## src/hw/lirq_pkg.sv

```systemverilog
// Shared constants for the local interrupt routing and quiet timer block.
package lirq_pkg;

    // ------------------------------------------------------------------
    // Sizes
    // ------------------------------------------------------------------
    localparam int NCORE  = 4;
    localparam int ADDR_W = 8;
    localparam int DATA_W = 32;
    localparam int SEL_W  = 3;
    localparam int PERF_W = 8;
    localparam int KEY_W  = 8;
    localparam int LOAD_W = 20;
    localparam int CNT_W  = 24;
    localparam int EV_W   = 3;

    // ------------------------------------------------------------------
    // Register offsets
    // ------------------------------------------------------------------
    localparam logic [ADDR_W-1:0] OFF_CTRL   = 8'h00;
    localparam logic [ADDR_W-1:0] OFF_BERR   = 8'h0c;
    localparam logic [ADDR_W-1:0] OFF_PSET   = 8'h10;
    localparam logic [ADDR_W-1:0] OFF_PCLR   = 8'h14;
    localparam logic [ADDR_W-1:0] OFF_TROUTE = 8'h24;
    localparam logic [ADDR_W-1:0] OFF_QUIET  = 8'h30;
    localparam logic [ADDR_W-1:0] OFF_ISTAT  = 8'h80;
    localparam logic [ADDR_W-1:0] OFF_IMASK  = 8'h84;

    // ------------------------------------------------------------------
    // Field positions
    // ------------------------------------------------------------------
    localparam int CTRL_BERR_MASK_BIT = 6;
    localparam int BERR_SEL_LSB       = 4;
    localparam int PERF_NORM_LSB      = 0;
    localparam int PERF_FAST_LSB      = 4;
    localparam int TROUTE_SEL_LSB     = 0;
    localparam int TROUTE_KEY_LSB     = 24;
    localparam int QUIET_EN_BIT       = 20;
    localparam int QUIET_LOAD_LSB     = 0;
    localparam int EV_BERR            = 0;
    localparam int EV_QUIET           = 1;
    localparam int EV_KEY             = 2;

    // ------------------------------------------------------------------
    // Values and reset values
    // ------------------------------------------------------------------
    localparam logic [KEY_W-1:0]  TROUTE_KEY_VAL = 8'h01;
    localparam logic [3:0]        QUIET_TAIL     = 4'hf;
    localparam logic [SEL_W-1:0]  RST_SEL        = 3'h0;
    localparam logic [PERF_W-1:0] RST_PERF       = 8'h00;
    localparam logic [KEY_W-1:0]  RST_KEY        = 8'h00;
    localparam logic [LOAD_W-1:0] RST_LOAD       = 20'h00000;
    localparam logic [CNT_W-1:0]  RST_CNT        = 24'h000000;
    localparam logic [EV_W-1:0]   RST_EV         = 3'h0;

endpackage : lirq_pkg

```

## src/hw/lirq_route_dec.sv

```systemverilog
// Decoder from a 3-bit core selector to per-core normal and fast lines.
`timescale 1ns/1ps
module lirq_route_dec (
    input  wire logic [lirq_pkg::SEL_W-1:0] i_sel,    // Route selector.
    input  wire logic                       i_req,    // Request to route.
    output logic      [lirq_pkg::NCORE-1:0] o_normal, // Normal lines.
    output logic      [lirq_pkg::NCORE-1:0] o_fast    // Fast lines.
);
    import lirq_pkg::*;

    // Values 0..3 pick a normal line, 4..7 the fast line of the same core.
    for (genvar n = 0; n < NCORE; n++) begin : g_core
        always_comb begin
            o_normal[n] = i_req && !i_sel[2] && (i_sel[1:0] == 2'(n));
            o_fast[n]   = i_req &&  i_sel[2] && (i_sel[1:0] == 2'(n));
        end
    end

endmodule : lirq_route_dec

```

## src/hw/lirq_quiet_timer.sv

```systemverilog
// Bus quiet-time counter with reload while transactions are outstanding.
`timescale 1ns/1ps
module lirq_quiet_timer (
    input  wire logic                        i_core_clk, // Clock.
    input  wire logic                        i_srst,     // Sync reset.
    input  wire logic                        i_ce,       // Clock enable.
    input  wire logic                        i_busy,     // Outstanding txn.
    input  wire logic [lirq_pkg::LOAD_W-1:0] i_load,     // Load value.
    output logic                             o_zero      // Counter at zero.
);
    import lirq_pkg::*;

    logic [CNT_W-1:0] cnt_q;
    logic [CNT_W-1:0] cnt_d;

    // ------------------------------------------------------------------
    // Counter
    // ------------------------------------------------------------------
    always_comb begin
        cnt_d = cnt_q;
        if (i_busy) begin
            cnt_d = {i_load, QUIET_TAIL};
        end else if (cnt_q != RST_CNT) begin
            cnt_d = cnt_q - CNT_W'(1);
        end
    end

    always_ff @(posedge i_core_clk) begin
        if (i_srst) begin
            cnt_q <= RST_CNT;
        end else if (i_ce) begin
            cnt_q <= cnt_d;
        end
    end

    assign o_zero = (cnt_q == RST_CNT);
endmodule : lirq_quiet_timer

```

## src/hw/lirq_top.sv

```systemverilog
// Local interrupt routing, performance monitor routing and quiet timer.
//
// Local design decisions: the placing of the registers and strobed register access.
`timescale 1ns/1ps
module lirq_top (
    input  wire logic                        i_core_clk,    // 125 MHz clock.
    input  wire logic                        i_srst,        // Sync reset.
    input  wire logic                        i_ce,          // Clock enable.
    input  wire logic [lirq_pkg::ADDR_W-1:0] i_addr,        // Byte address.
    input  wire logic [lirq_pkg::DATA_W-1:0] i_wdata,       // Write data.
    input  wire logic                        i_wr,          // Write strobe.
    input  wire logic                        i_rd,          // Read strobe.
    output logic      [lirq_pkg::DATA_W-1:0] o_rdata,       // Read data.
    input  wire logic                        i_bus_err,     // Bus error.
    input  wire logic [lirq_pkg::NCORE-1:0]  i_perf_monitor_request, // Perf.
    input  wire logic                        i_timer_req,   // Local timer.
    input  wire logic                        i_axi_busy,    // Txn pending.
    output logic      [lirq_pkg::NCORE-1:0]  o_core_normal, // Normal lines.
    output logic      [lirq_pkg::NCORE-1:0]  o_core_fast,   // Fast lines.
    output logic                             o_irq          // Event irq.
);
    import lirq_pkg::*;

    // ------------------------------------------------------------------
    // Register state
    // ------------------------------------------------------------------
    logic                  bus_error_irq_mask_q, bus_error_irq_mask_d;
    logic [SEL_W-1:0]      berr_sel_q,           berr_sel_d;
    logic [PERF_W-1:0]     perf_q,               perf_d;
    logic [SEL_W-1:0]      tmr_sel_q,            tmr_sel_d;
    logic [KEY_W-1:0]      tmr_key_q,            tmr_key_d;
    logic                  quiet_irq_enable_q,   quiet_irq_enable_d;
    logic [LOAD_W-1:0]     quiet_load_q,         quiet_load_d;
    logic [EV_W-1:0]       ev_q,                 ev_d;
    logic [EV_W-1:0]       ev_mask_q,            ev_mask_d;
    logic [DATA_W-1:0]     rdata_q,              rdata_d;
    logic [NCORE-1:0]      norm_q,               norm_d;
    logic [NCORE-1:0]      fast_q,               fast_d;
    logic                  berr_live_q,          quiet_irq_q;

    logic                  wr_ctrl, wr_berr, wr_pset, wr_pclr;
    logic                  wr_troute, wr_quiet, wr_istat, wr_imask;
    logic                  key_ok;
    logic [KEY_W-1:0]      wkey;
    logic [PERF_W-1:0]     wperf;
    logic [EV_W-1:0]       ev_set;

    logic                  berr_live;
    logic [NCORE-1:0]      berr_norm, berr_fast;
    logic [NCORE-1:0]      tmr_norm,  tmr_fast;
    logic [NCORE-1:0]      perf_norm_mask, perf_fast_mask;
    logic [NCORE-1:0]      perf_norm, perf_fast;
    logic                  quiet_zero, quiet_irq;
    logic [NCORE-1:0]      perf_both;

    // ------------------------------------------------------------------
    // Write decode
    // ------------------------------------------------------------------
    always_comb begin
        wr_ctrl   = i_wr && (i_addr == OFF_CTRL);
        wr_berr   = i_wr && (i_addr == OFF_BERR);
        wr_pset   = i_wr && (i_addr == OFF_PSET);
        wr_pclr   = i_wr && (i_addr == OFF_PCLR);
        wr_troute = i_wr && (i_addr == OFF_TROUTE);
        wr_quiet  = i_wr && (i_addr == OFF_QUIET);
        wr_istat  = i_wr && (i_addr == OFF_ISTAT);
        wr_imask  = i_wr && (i_addr == OFF_IMASK);
        wkey      = i_wdata[TROUTE_KEY_LSB +: KEY_W];
        wperf     = i_wdata[PERF_W-1:0];
        key_ok    = (wkey == TROUTE_KEY_VAL);
    end

    // ------------------------------------------------------------------
    // Configuration registers
    // ------------------------------------------------------------------
    always_comb begin
        bus_error_irq_mask_d = bus_error_irq_mask_q;
        berr_sel_d           = berr_sel_q;
        perf_d               = perf_q;
        tmr_sel_d            = tmr_sel_q;
        tmr_key_d            = tmr_key_q;
        quiet_irq_enable_d   = quiet_irq_enable_q;
        quiet_load_d         = quiet_load_q;
        ev_mask_d            = ev_mask_q;
        if (wr_ctrl) begin
            bus_error_irq_mask_d = i_wdata[CTRL_BERR_MASK_BIT];
        end
        if (wr_berr) begin
            berr_sel_d = i_wdata[BERR_SEL_LSB +: SEL_W];
        end
        if (wr_pset) begin
            perf_d = perf_q | wperf;
        end
        if (wr_pclr) begin
            perf_d = perf_q & ~wperf;
        end
        if (wr_troute) begin
            tmr_key_d = wkey;
            if (key_ok) begin
                tmr_sel_d = i_wdata[TROUTE_SEL_LSB +: SEL_W];
            end
        end
        if (wr_quiet) begin
            quiet_irq_enable_d = i_wdata[QUIET_EN_BIT];
            quiet_load_d       = i_wdata[QUIET_LOAD_LSB +: LOAD_W];
        end
        if (wr_imask) begin
            ev_mask_d = i_wdata[EV_W-1:0];
        end
    end

    always_ff @(posedge i_core_clk) begin
        if (i_srst) begin
            bus_error_irq_mask_q <= 1'b0;
            berr_sel_q           <= RST_SEL;
            perf_q               <= RST_PERF;
            tmr_sel_q            <= RST_SEL;
            tmr_key_q            <= RST_KEY;
            quiet_irq_enable_q   <= 1'b0;
            quiet_load_q         <= RST_LOAD;
            ev_mask_q            <= RST_EV;
        end else if (i_ce) begin
            bus_error_irq_mask_q <= bus_error_irq_mask_d;
            berr_sel_q           <= berr_sel_d;
            perf_q               <= perf_d;
            tmr_sel_q            <= tmr_sel_d;
            tmr_key_q            <= tmr_key_d;
            quiet_irq_enable_q   <= quiet_irq_enable_d;
            quiet_load_q         <= quiet_load_d;
            ev_mask_q            <= ev_mask_d;
        end
    end

    // ------------------------------------------------------------------
    // Request routing
    // ------------------------------------------------------------------
    assign berr_live = i_bus_err && !bus_error_irq_mask_q;

    lirq_route_dec u_berr_dec (
        .i_sel    (berr_sel_q),
        .i_req    (berr_live),
        .o_normal (berr_norm),
        .o_fast   (berr_fast)
    );

    lirq_route_dec u_tmr_dec (
        .i_sel    (tmr_sel_q),
        .i_req    (i_timer_req),
        .o_normal (tmr_norm),
        .o_fast   (tmr_fast)
    );

    lirq_quiet_timer u_quiet (
        .i_core_clk (i_core_clk),
        .i_srst     (i_srst),
        .i_ce       (i_ce),
        .i_busy     (i_axi_busy),
        .i_load     (quiet_load_q),
        .o_zero     (quiet_zero)
    );

    assign quiet_irq      = quiet_zero && quiet_irq_enable_q;
    assign perf_norm_mask = perf_q[PERF_NORM_LSB +: NCORE];
    assign perf_fast_mask = perf_q[PERF_FAST_LSB +: NCORE];

    for (genvar n = 0; n < NCORE; n++) begin : g_perf
        always_comb begin
            perf_fast[n] = i_perf_monitor_request[n]
                           && perf_fast_mask[n];
            perf_norm[n] = i_perf_monitor_request[n]
                           && perf_norm_mask[n]
                           && !perf_fast_mask[n];
        end
    end

    always_comb begin
        norm_d    = berr_norm | tmr_norm | perf_norm;
        norm_d[0] = norm_d[0] | quiet_irq;
        fast_d    = berr_fast | tmr_fast | perf_fast;
    end

    // ------------------------------------------------------------------
    // Event status and interrupt
    // ------------------------------------------------------------------
    always_comb begin
        ev_set           = RST_EV;
        ev_set[EV_BERR]  = berr_live && !berr_live_q;
        ev_set[EV_QUIET] = quiet_irq && !quiet_irq_q;
        ev_set[EV_KEY]   = wr_troute && !key_ok;
        ev_d = ev_q;
        if (wr_istat) begin
            ev_d = ev_q & ~i_wdata[EV_W-1:0];
        end
        ev_d = ev_d | ev_set;
    end

    // ------------------------------------------------------------------
    // Read path
    // ------------------------------------------------------------------
    always_comb begin
        rdata_d = '0;
        if (i_rd) begin
            case (i_addr)
                OFF_CTRL: begin
                    rdata_d[CTRL_BERR_MASK_BIT] = bus_error_irq_mask_q;
                end
                OFF_BERR: begin
                    rdata_d[BERR_SEL_LSB +: SEL_W] = berr_sel_q;
                end
                OFF_PSET, OFF_PCLR: begin
                    rdata_d[PERF_W-1:0] = perf_q;
                end
                OFF_TROUTE: begin
                    rdata_d[TROUTE_KEY_LSB +: KEY_W] = tmr_key_q;
                    rdata_d[TROUTE_SEL_LSB +: SEL_W] = tmr_sel_q;
                end
                OFF_QUIET: begin
                    rdata_d[QUIET_EN_BIT]              = quiet_irq_enable_q;
                    rdata_d[QUIET_LOAD_LSB +: LOAD_W]  = quiet_load_q;
                end
                OFF_ISTAT: begin
                    rdata_d[EV_W-1:0] = ev_q;
                end
                OFF_IMASK: begin
                    rdata_d[EV_W-1:0] = ev_mask_q;
                end
                default: begin
                    rdata_d = '0;
                end
            endcase
        end
    end

    // ------------------------------------------------------------------
    // Output and status registers
    // ------------------------------------------------------------------
    always_ff @(posedge i_core_clk) begin
        if (i_srst) begin
            ev_q        <= RST_EV;
            rdata_q     <= '0;
            norm_q      <= '0;
            fast_q      <= '0;
            berr_live_q <= 1'b0;
            quiet_irq_q <= 1'b0;
        end else if (i_ce) begin
            ev_q        <= ev_d;
            rdata_q     <= rdata_d;
            norm_q      <= norm_d;
            fast_q      <= fast_d;
            berr_live_q <= berr_live;
            quiet_irq_q <= quiet_irq;
        end
    end

    assign o_rdata       = rdata_q;
    assign o_core_normal = norm_q;
    assign o_core_fast   = fast_q;
    assign o_irq         = |(ev_q & ev_mask_q);

    // Requests with both masks set and no other source on that normal line.
    assign perf_both = i_perf_monitor_request & perf_fast_mask
                       & perf_norm_mask & ~(berr_norm | tmr_norm)
                       & ~{{(NCORE-1){1'b0}}, quiet_irq};
endmodule : lirq_top

```

## config.mk

```make
export PLATFORM = sky130hd
export DESIGN_NAME = lirq_top
export DESIGN_NICKNAME = d
export VERILOG_FILES = /design/src/hw/lirq_pkg.sv /design/src/hw/lirq_route_dec.sv /design/src/hw/lirq_quiet_timer.sv /design/src/hw/lirq_top.sv
export SDC_FILE = /design/constraint.sdc
export NUM_CORES = 1
export LEC_CHECK = 0
export BUFFER_PORTS_ARGS = -buffer_cell sky130_fd_sc_hd__buf_2
export CAP_MARGIN = 15
export CELL_PAD_IN_SITES_DETAIL_PLACEMENT = 0
export CELL_PAD_IN_SITES_GLOBAL_PLACEMENT = 2
export CORE_ASPECT_RATIO = 0.5
export CORE_MARGIN = 2
export CORE_UTILIZATION = 35
export CTS_CLUSTER_DIAMETER = 80
export DETAILED_ROUTE_END_ITERATION = 6
export PLACE_DENSITY_LB_ADDON = 0.2
export SYNTH_ARGS = -nofsm -noshare
export SYNTH_HDL_FRONTEND = slang
export SYNTH_SLANG_ARGS = --single-unit
```

## constraint.sdc

```tcl
create_clock -name i_core_clk -period 4.35 [get_ports i_core_clk]
set_input_delay 1.0875 -clock i_core_clk [delete_from_list [all_inputs] [get_ports i_core_clk]]
set_output_delay 1.0875 -clock i_core_clk [all_outputs]
set_load 0.01 [all_outputs]
```

==> impl_metrics.py, run 1 <==
metrics = {
    "sta": {
        "finalHoldViolations": 0,
        "setup_tns_ns": 0,
        "maxSlewViolCount": 0,
        "rsz0062_at_grt": "false",
        "fmax_mhz": 334,
        "setup_viol": 0,
        "skew_ns": 0.00822,
        "tightest_slew_ns": 1.01,
        "max_slew_margin": 0.324,
        "period_share": 0.689,
        "period_needed_ns": 3.00,
    },
    "route": {
        "vias": 5060,
        "ant_nets": 0,
        "wire_per_inst_microns": 17.2,
        "drtIter0Drc": 368,
        "via_per_inst": 5.49,
        "drc_errors": 0,
        "finalWirelength_microns": 15900,
        "first_pass_iters": 5,
    },
    "synthesis": {
        "yosysWarnings": 0,
        "synth_top_cells_by_area": "dfxtp_1, nand2_1, nor2_1, a21oi_1, a22oi_1",
        "synth_most_common_cell": "dfxtp_1",
        "netlist_area_sq_um": 5200,
        "async_reset_ff_frac": 0,
        "ys_seq_area_frac": 0.435,
        "syn-instance-count": 647,
        "synth-edff-count": 0,
        "synthDistinctLibCells": 57,
        "synth_seq_cells": 113,
        "synth.top_cells.by_count": "dfxtp_1, nand2_1, nor2_1",
        "synth_area_leader_cell": "dfxtp_1",
        "synth_top_area_frac": 0.435,
        "avgSynthCellArea_sq_um": 8.04,
        "ys.flop_type": "dfxtp_1",
    },
    "placed_design": {
        "port_buffers": 86,
        "hpwl_microns": 10900,
        "gp_congestion": 0.813,
    },
    "cts": {
        "cts_root_buffer": "clkbuf_16",
        "postCtsSetupRepairBufs": 0,
        "cts_buffer_depth": 2,
        "cts_sinks": 113,
        "clk_latency_ns": 0.41,
        "cts-resized-gates": 0,
        "hold_buffers": 0,
        "cts_tree": "built",
        "cts_buffers": 17,
        "clkTransAtPathRegs_ns": 0.05,
        "htreeDepth": 4,
    },
    "power": {
        "powerDensity_nw_per_um2": 470,
        "power_mw": 3.03,
        "ir_drop_mv": 0.295,
        "p_leak_nw": 2.46,
    },
    "final_layout": {
        "area_delta_synth_final_pct": 23.9,
        "antenna_cells": 0,
        "final_util": 0.444,
        "drive_above_1_share": 0.181,
        "fin_nets": 766,
    },
    "floorplanning": {
        "pin_count": 93,
        "die_area_sq_um": 15900,
        "die_width_microns": 176,
        "row_count": 31,
        "coreArea_sq_um": 14500,
        "start_util": 0.358,
        "fp.dieH_microns": 90.2,
    },
    "worst_setup_path": {
        "cp-start-kind": "flip-flop",
        "critPathRequiredTime_ns": 4.64,
        "end_kind": "flip-flop",
        "path_class": "reg2reg",
        "crit_arrival_ns": 3.29,
        "crit_fanout": 9,
    },
    "global_route": {
        "grt_pass1_wl_microns": 25400,
        "grt_pass1_vias": 4591,
        "grt.total_usage": 0.203,
        "grt_max_degree": 73,
        "grt_overflow": 0,
        "antenna_found_initial": 0,
    },
    "status": {
        "run_status": "finished, final reports clean",
    },
    "run": {
        "maxCapViolCount": 0,
    },
    "worst_hold_path": {
        "holdCritPathClass": "reg2reg",
    },
}
final cells by class:
| type | instances | area, sq um |
|---|---|---|
| Fill cell | 1519 | 8060 |
| Multi-Input combinational cell | 474 | 2690 |
| Sequential cell | 113 | 2260 |
| Timing Repair Buffer | 95 | 500 |
| Clock buffer | 21 | 470 |
| Tap cell | 198 | 248 |
| Clock inverter | 10 | 229 |
| Inverter | 11 | 41.3 |
registers in the layout, indices dropped and copies added, names as in the netlist, 4 cells and up, named ones only:
| signal | flops |
|---|---|
| u_quiet.cnt_q | 24 |
| o_core_normal | 4 |
| quiet_load_q | 20 |
| tmr_key_q | 8 |
| o_core_fast | 4 |
| o_rdata | 29 |
metal layers:
layer,track usage,vias to the layer above,share of wire
met5,0,-,0
met4,0.0351,0,0.0049
met3,0.0465,8,0.040
met2,0.304,128,0.44
met1,0.297,2439,0.52
li1,-,2485,-
power by group:
part           switching [mW]  internal [mW]
combinational           0.192          0.101
clock                   0.485           1.17
sequential             0.0215           1.06
metrics by stage:
| step | hold WS [ns] | cells | setup WS (ns) | area, sq um |
|---|---|---|---|---|
| 3_5_place_dp | 0.451 | 891 | 1.03 | 5740 |
| 5_1_grt | 0.478 | 922 | 1.17 | 6440 |
| 3_3_place_gp | 0.444 | 891 | 1.06 | 5740 |
| 2_1_floorplan | 0.436 | 649 | 1.51 | 5210 |
| 4_1_cts | 0.459 | 922 | 1.34 | 6440 |
| 6_report | 0.461 | 922 | 1.35 | 6440 |
placed cells by master (no fill, tap or decap), types with 4 or more instances in the layout:
| cell | count |
|---|---|
| nor3_1 | 18 |
| a31oi_1 | 11 |
| o41ai_1 | 4 |
| or4_1 | 11 |
| nor4b_1 | 4 |
| o21ai_0 | 20 |
| buf_2 | 85 |
| a21oi_1 | 54 |
| nand2_1 | 90 |
| nand4_1 | 5 |
| nor2_1 | 82 |
| nand3_1 | 19 |
| a22o_1 | 5 |
| clkbuf_16 | 17 |
| a22oi_1 | 26 |
| buf_4 | 10 |
| o311ai_0 | 4 |
| inv_1 | 11 |
| nor4_1 | 13 |
| nor2b_1 | 10 |
| a32oi_1 | 5 |
| dfxtp_1 | 113 |
| o211ai_1 | 8 |
| bufinv_16 | 7 |
| mux2i_1 | 19 |
| a211oi_1 | 10 |
| and2_1 | 4 |
| or3_1 | 4 |
final timing paths:
path / start / end / slack [ns] / cells after the start
worst min register to register: quiet_irq_q / quiet_irq_q / 0.46 / 2
worst max register to register: u_quiet.cnt_q[15] / u_quiet.cnt_q[3] / 1.35 / 5
worst min-delay path: quiet_irq_q / quiet_irq_q / 0.46 / 2
worst max-delay path: u_quiet.cnt_q[15] / u_quiet.cnt_q[3] / 1.35 / 5
logic make-up after synthesis:
logic type	after synthesis	synth area share
buffers and inverters	62	0.0486
xor gates and xnor gates	1	0.00168
other	1	0.000721
DFF	113	0.435
AOI/OAI and AO/OA	171	0.219
muxes	20	0.0387
and+or+nand+nor	277	0.251
adders and majority gates	2	0.00481
critical path, stage by stage, from the launching register on:
cell	delay, ns
dfxtp_1	0.34
or4_1	0.71
or4_4	0.58
nor3_1	0.83
nor2b_1	0.10
o311a_1	0.31
No activity file was read; power rests on OpenSTA's default activity.
==> run 2, diff against run 1 <==
--- a/config.mk
+++ b/config.mk
@@ -5,13 +5,14 @@
 export SDC_FILE = /design/constraint.sdc
 export NUM_CORES = 1
 export LEC_CHECK = 0
+export ABC_AREA = 1
 export BUFFER_PORTS_ARGS = -buffer_cell sky130_fd_sc_hd__buf_2
 export CAP_MARGIN = 15
 export CELL_PAD_IN_SITES_DETAIL_PLACEMENT = 0
 export CELL_PAD_IN_SITES_GLOBAL_PLACEMENT = 2
 export CORE_ASPECT_RATIO = 0.5
 export CORE_MARGIN = 2
-export CORE_UTILIZATION = 35
+export CORE_UTILIZATION = 28
 export CTS_CLUSTER_DIAMETER = 80
 export DETAILED_ROUTE_END_ITERATION = 6
 export PLACE_DENSITY_LB_ADDON = 0.2
==> constraint.sdc (replaced) <==
create_clock -name i_core_clk -period 2.5 [get_ports i_core_clk]
set_input_delay 0.625 -clock i_core_clk [delete_from_list [all_inputs] [get_ports i_core_clk]]
set_output_delay 0.625 -clock i_core_clk [all_outputs]
set_load 0.01 [all_outputs]
==> impl_metrics.py, run 2 <==
metrics = {
    "worst_setup_path": {
        "crit_fanout": 2,
        "r2r-start": "u_quiet.cnt_q[0]",
        "cp-start-kind": "flip-flop",
        "startpoint": "ev_q[0]",
        "r2r_setup_slack_ns": 0.68,
        "path_class": "reg2out",
        "crit_arrival_ns": 1.23,
        "critPathRequiredTime_ns": 1.88,
        "end_kind": "primary output",
    },
    "cts": {
        "htreeDepth": 4,
        "cts_sinks": 113,
        "cts_root_buffer": "clkbuf_16",
        "cts_buffers": 17,
        "clkTransAtPathRegs_ns": 0.06,
        "cts_tree": "built",
        "postCtsSetupRepairBufs": 0,
        "hold_buffers": 0,
        "clk_latency_ns": 0.43,
        "cts_buffer_depth": 2,
        "cts-resized-gates": 0,
    },
    "floorplanning": {
        "die_width_microns": 206,
        "pin_count": 93,
        "row_count": 36,
        "coreArea_sq_um": 19700,
        "die_area_sq_um": 21600,
        "fp.dieH_microns": 105,
        "start_util": 0.290,
    },
    "synthesis": {
        "synth_area_leader_cell": "dfxtp_1",
        "yosysWarnings": 0,
        "synth.top_cells.by_count": "nand2_1, nor2_1, dfxtp_1",
        "synth_xor_area_frac": 0.00613,
        "ys_seq_area_frac": 0.396,
        "synthAdderAreaFrac": 0.00438,
        "syn-instance-count": 832,
        "async_reset_ff_frac": 0,
        "synth_most_common_cell": "nand2_1",
        "synth_top_area_frac": 0.396,
        "synth_top_cells_by_area": "dfxtp_1, nand2_1, nor2_1, nand3_1, a21oi_1",
        "synth_compound_area_frac": 0.172,
        "synthMuxAreaShare": 0,
        "netlist_area_sq_um": 5710,
        "ys.flop_type": "dfxtp_1",
        "synth-edff-count": 0,
        "avgSynthCellArea_sq_um": 6.87,
        "synthDistinctLibCells": 41,
        "synth_seq_cells": 113,
        "synth_top_family_by_area": "simple AND/OR/NAND/NOR gates",
        "yosys.area_share.simple": 0.332,
    },
    "sta": {
        "period_needed_ns": 1.86,
        "finalHoldViolations": 0,
        "fmax_mhz": 538,
        "period_share": 0.744,
        "setup_tns_ns": 0,
        "setup_viol": 0,
        "maxSlewViolCount": 0,
        "tightest_slew_ns": 0.748,
        "skew_ns": 0.0112,
        "max_slew_margin": 0.501,
        "rsz0062_at_grt": "false",
    },
    "route": {
        "via_per_inst": 4.63,
        "drtIter0Drc": 248,
        "finalWirelength_microns": 18200,
        "wire_per_inst_microns": 15.2,
        "first_pass_iters": 5,
        "vias": 5545,
        "drc_errors": 0,
        "ant_nets": 0,
    },
    "final_layout": {
        "antenna_cells": 0,
        "final_util": 0.361,
        "largest_reg_flops": 29,
        "area_delta_synth_final_pct": 24.7,
        "layout_commonest_cell": "nand2_1",
        "drive_above_1_share": 0.199,
        "n_fill_cell": 2193,
        "layout_common_cells": "nand2_1, nor2_1, dfxtp_1, buf_2, inv_1",
        "fin_nets": 972,
    },
    "global_route": {
        "grt_pass1_wl_microns": 29500,
        "grt_max_degree": 60,
        "grt_overflow": 0,
        "grt_pass1_vias": 5413,
        "antenna_found_initial": 0,
        "grt.total_usage": 0.178,
    },
    "power": {
        "ir_drop_mv": 0.491,
        "p_leak_nw": 3.09,
        "power_mw": 5.46,
        "powerDensity_nw_per_um2": 766,
    },
    "placed_design": {
        "hpwl_microns": 13100,
        "gp_congestion": 0.796,
        "port_buffers": 86,
    },
    "worst_hold_path": {
        "holdCritPathClass": "in2reg",
        "worstHoldStart": "i_wdata[17]",
    },
    "status": {
        "run_status": "finished, final reports clean",
    },
    "run": {
        "maxCapViolCount": 0,
    },
}
-- run 2: changes by cell type after synthesis, sizes merged, moves of 16 or more --
cell,previous run,this run
nand2,90,165
inv,11,83
nor2,82,148
nand3,19,80
o21ai,20,69
clkbuf,45,16
a21oi,54,80
a22oi,26,1
mux2i,19,0
nor3,18,2
-- run 2: critical path: stages (launching register included) --
cell,delay [ns]
dfxtp_1,0.32
inv_1,0.07
o211ai_1,0.24
buf_2,0.19
-- run 2: cells by family (layout without fill, tap and decap cells) --
logic type      count (synthesis)  count (layout)
compound gates                179             179
xor+xnor                        4               4
fa+ha+maj                       2               2
buf+inv                       118             215
flops                         113             113
other cells                     1               3
simple gates                  415             415
-- run 2: layout make-up --
cell class | count | area, sq um | share of cell area
inverter | 83 | 312 | 0.0437
clock inverter | 11 | 255 | 0.0358
timing repair buffer | 100 | 548 | 0.0769
multi-input combinational | 603 | 2950 | 0.415
clock buffer | 21 | 460 | 0.0646
tap | 266 | 333 | 0.0467
sequential | 113 | 2260 | 0.318
-- run 2: power by group --
| group | total [mW] | switching [mW] | internal [mW] |
|---|---|---|---|
| Clock | 3.01 | 0.892 | 2.12 |
| Combinational | 0.575 | 0.384 | 0.190 |
| Sequential | 1.87 | 0.0362 | 1.84 |
| Total | 5.46 | 1.31 | 4.15 |
-- run 2: layer usage --
metal  GRT usage  wire [microns]
met2       0.266            7800
met3      0.0396             659
met1       0.256            9590
met4      0.0490             165
met5           0               0
-- run 2: path summary, 6_finish.rpt --
| path | end | depth (start not counted) |
|---|---|---|
| worst max-delay path | o_irq | 3 |
| worst min-delay path | quiet_load_q[17] | 3 |
| worst max register to register | u_quiet.cnt_q[3] | 11 |
| worst min register to register | o_rdata[26] | 2 |
-- run 2: through the flow --
step                instances  cell area (sq um)  setup slack (ns)  hold slack [ns]
detailed placement       1165               6410             0.344            0.455
global placement         1165               6410             0.390            0.448
CTS                      1197               7120             0.630            0.426
floorplan                 834               5720             0.826            0.437
finish                   1197               7120             0.641            0.437
global route             1197               7120             0.495            0.425
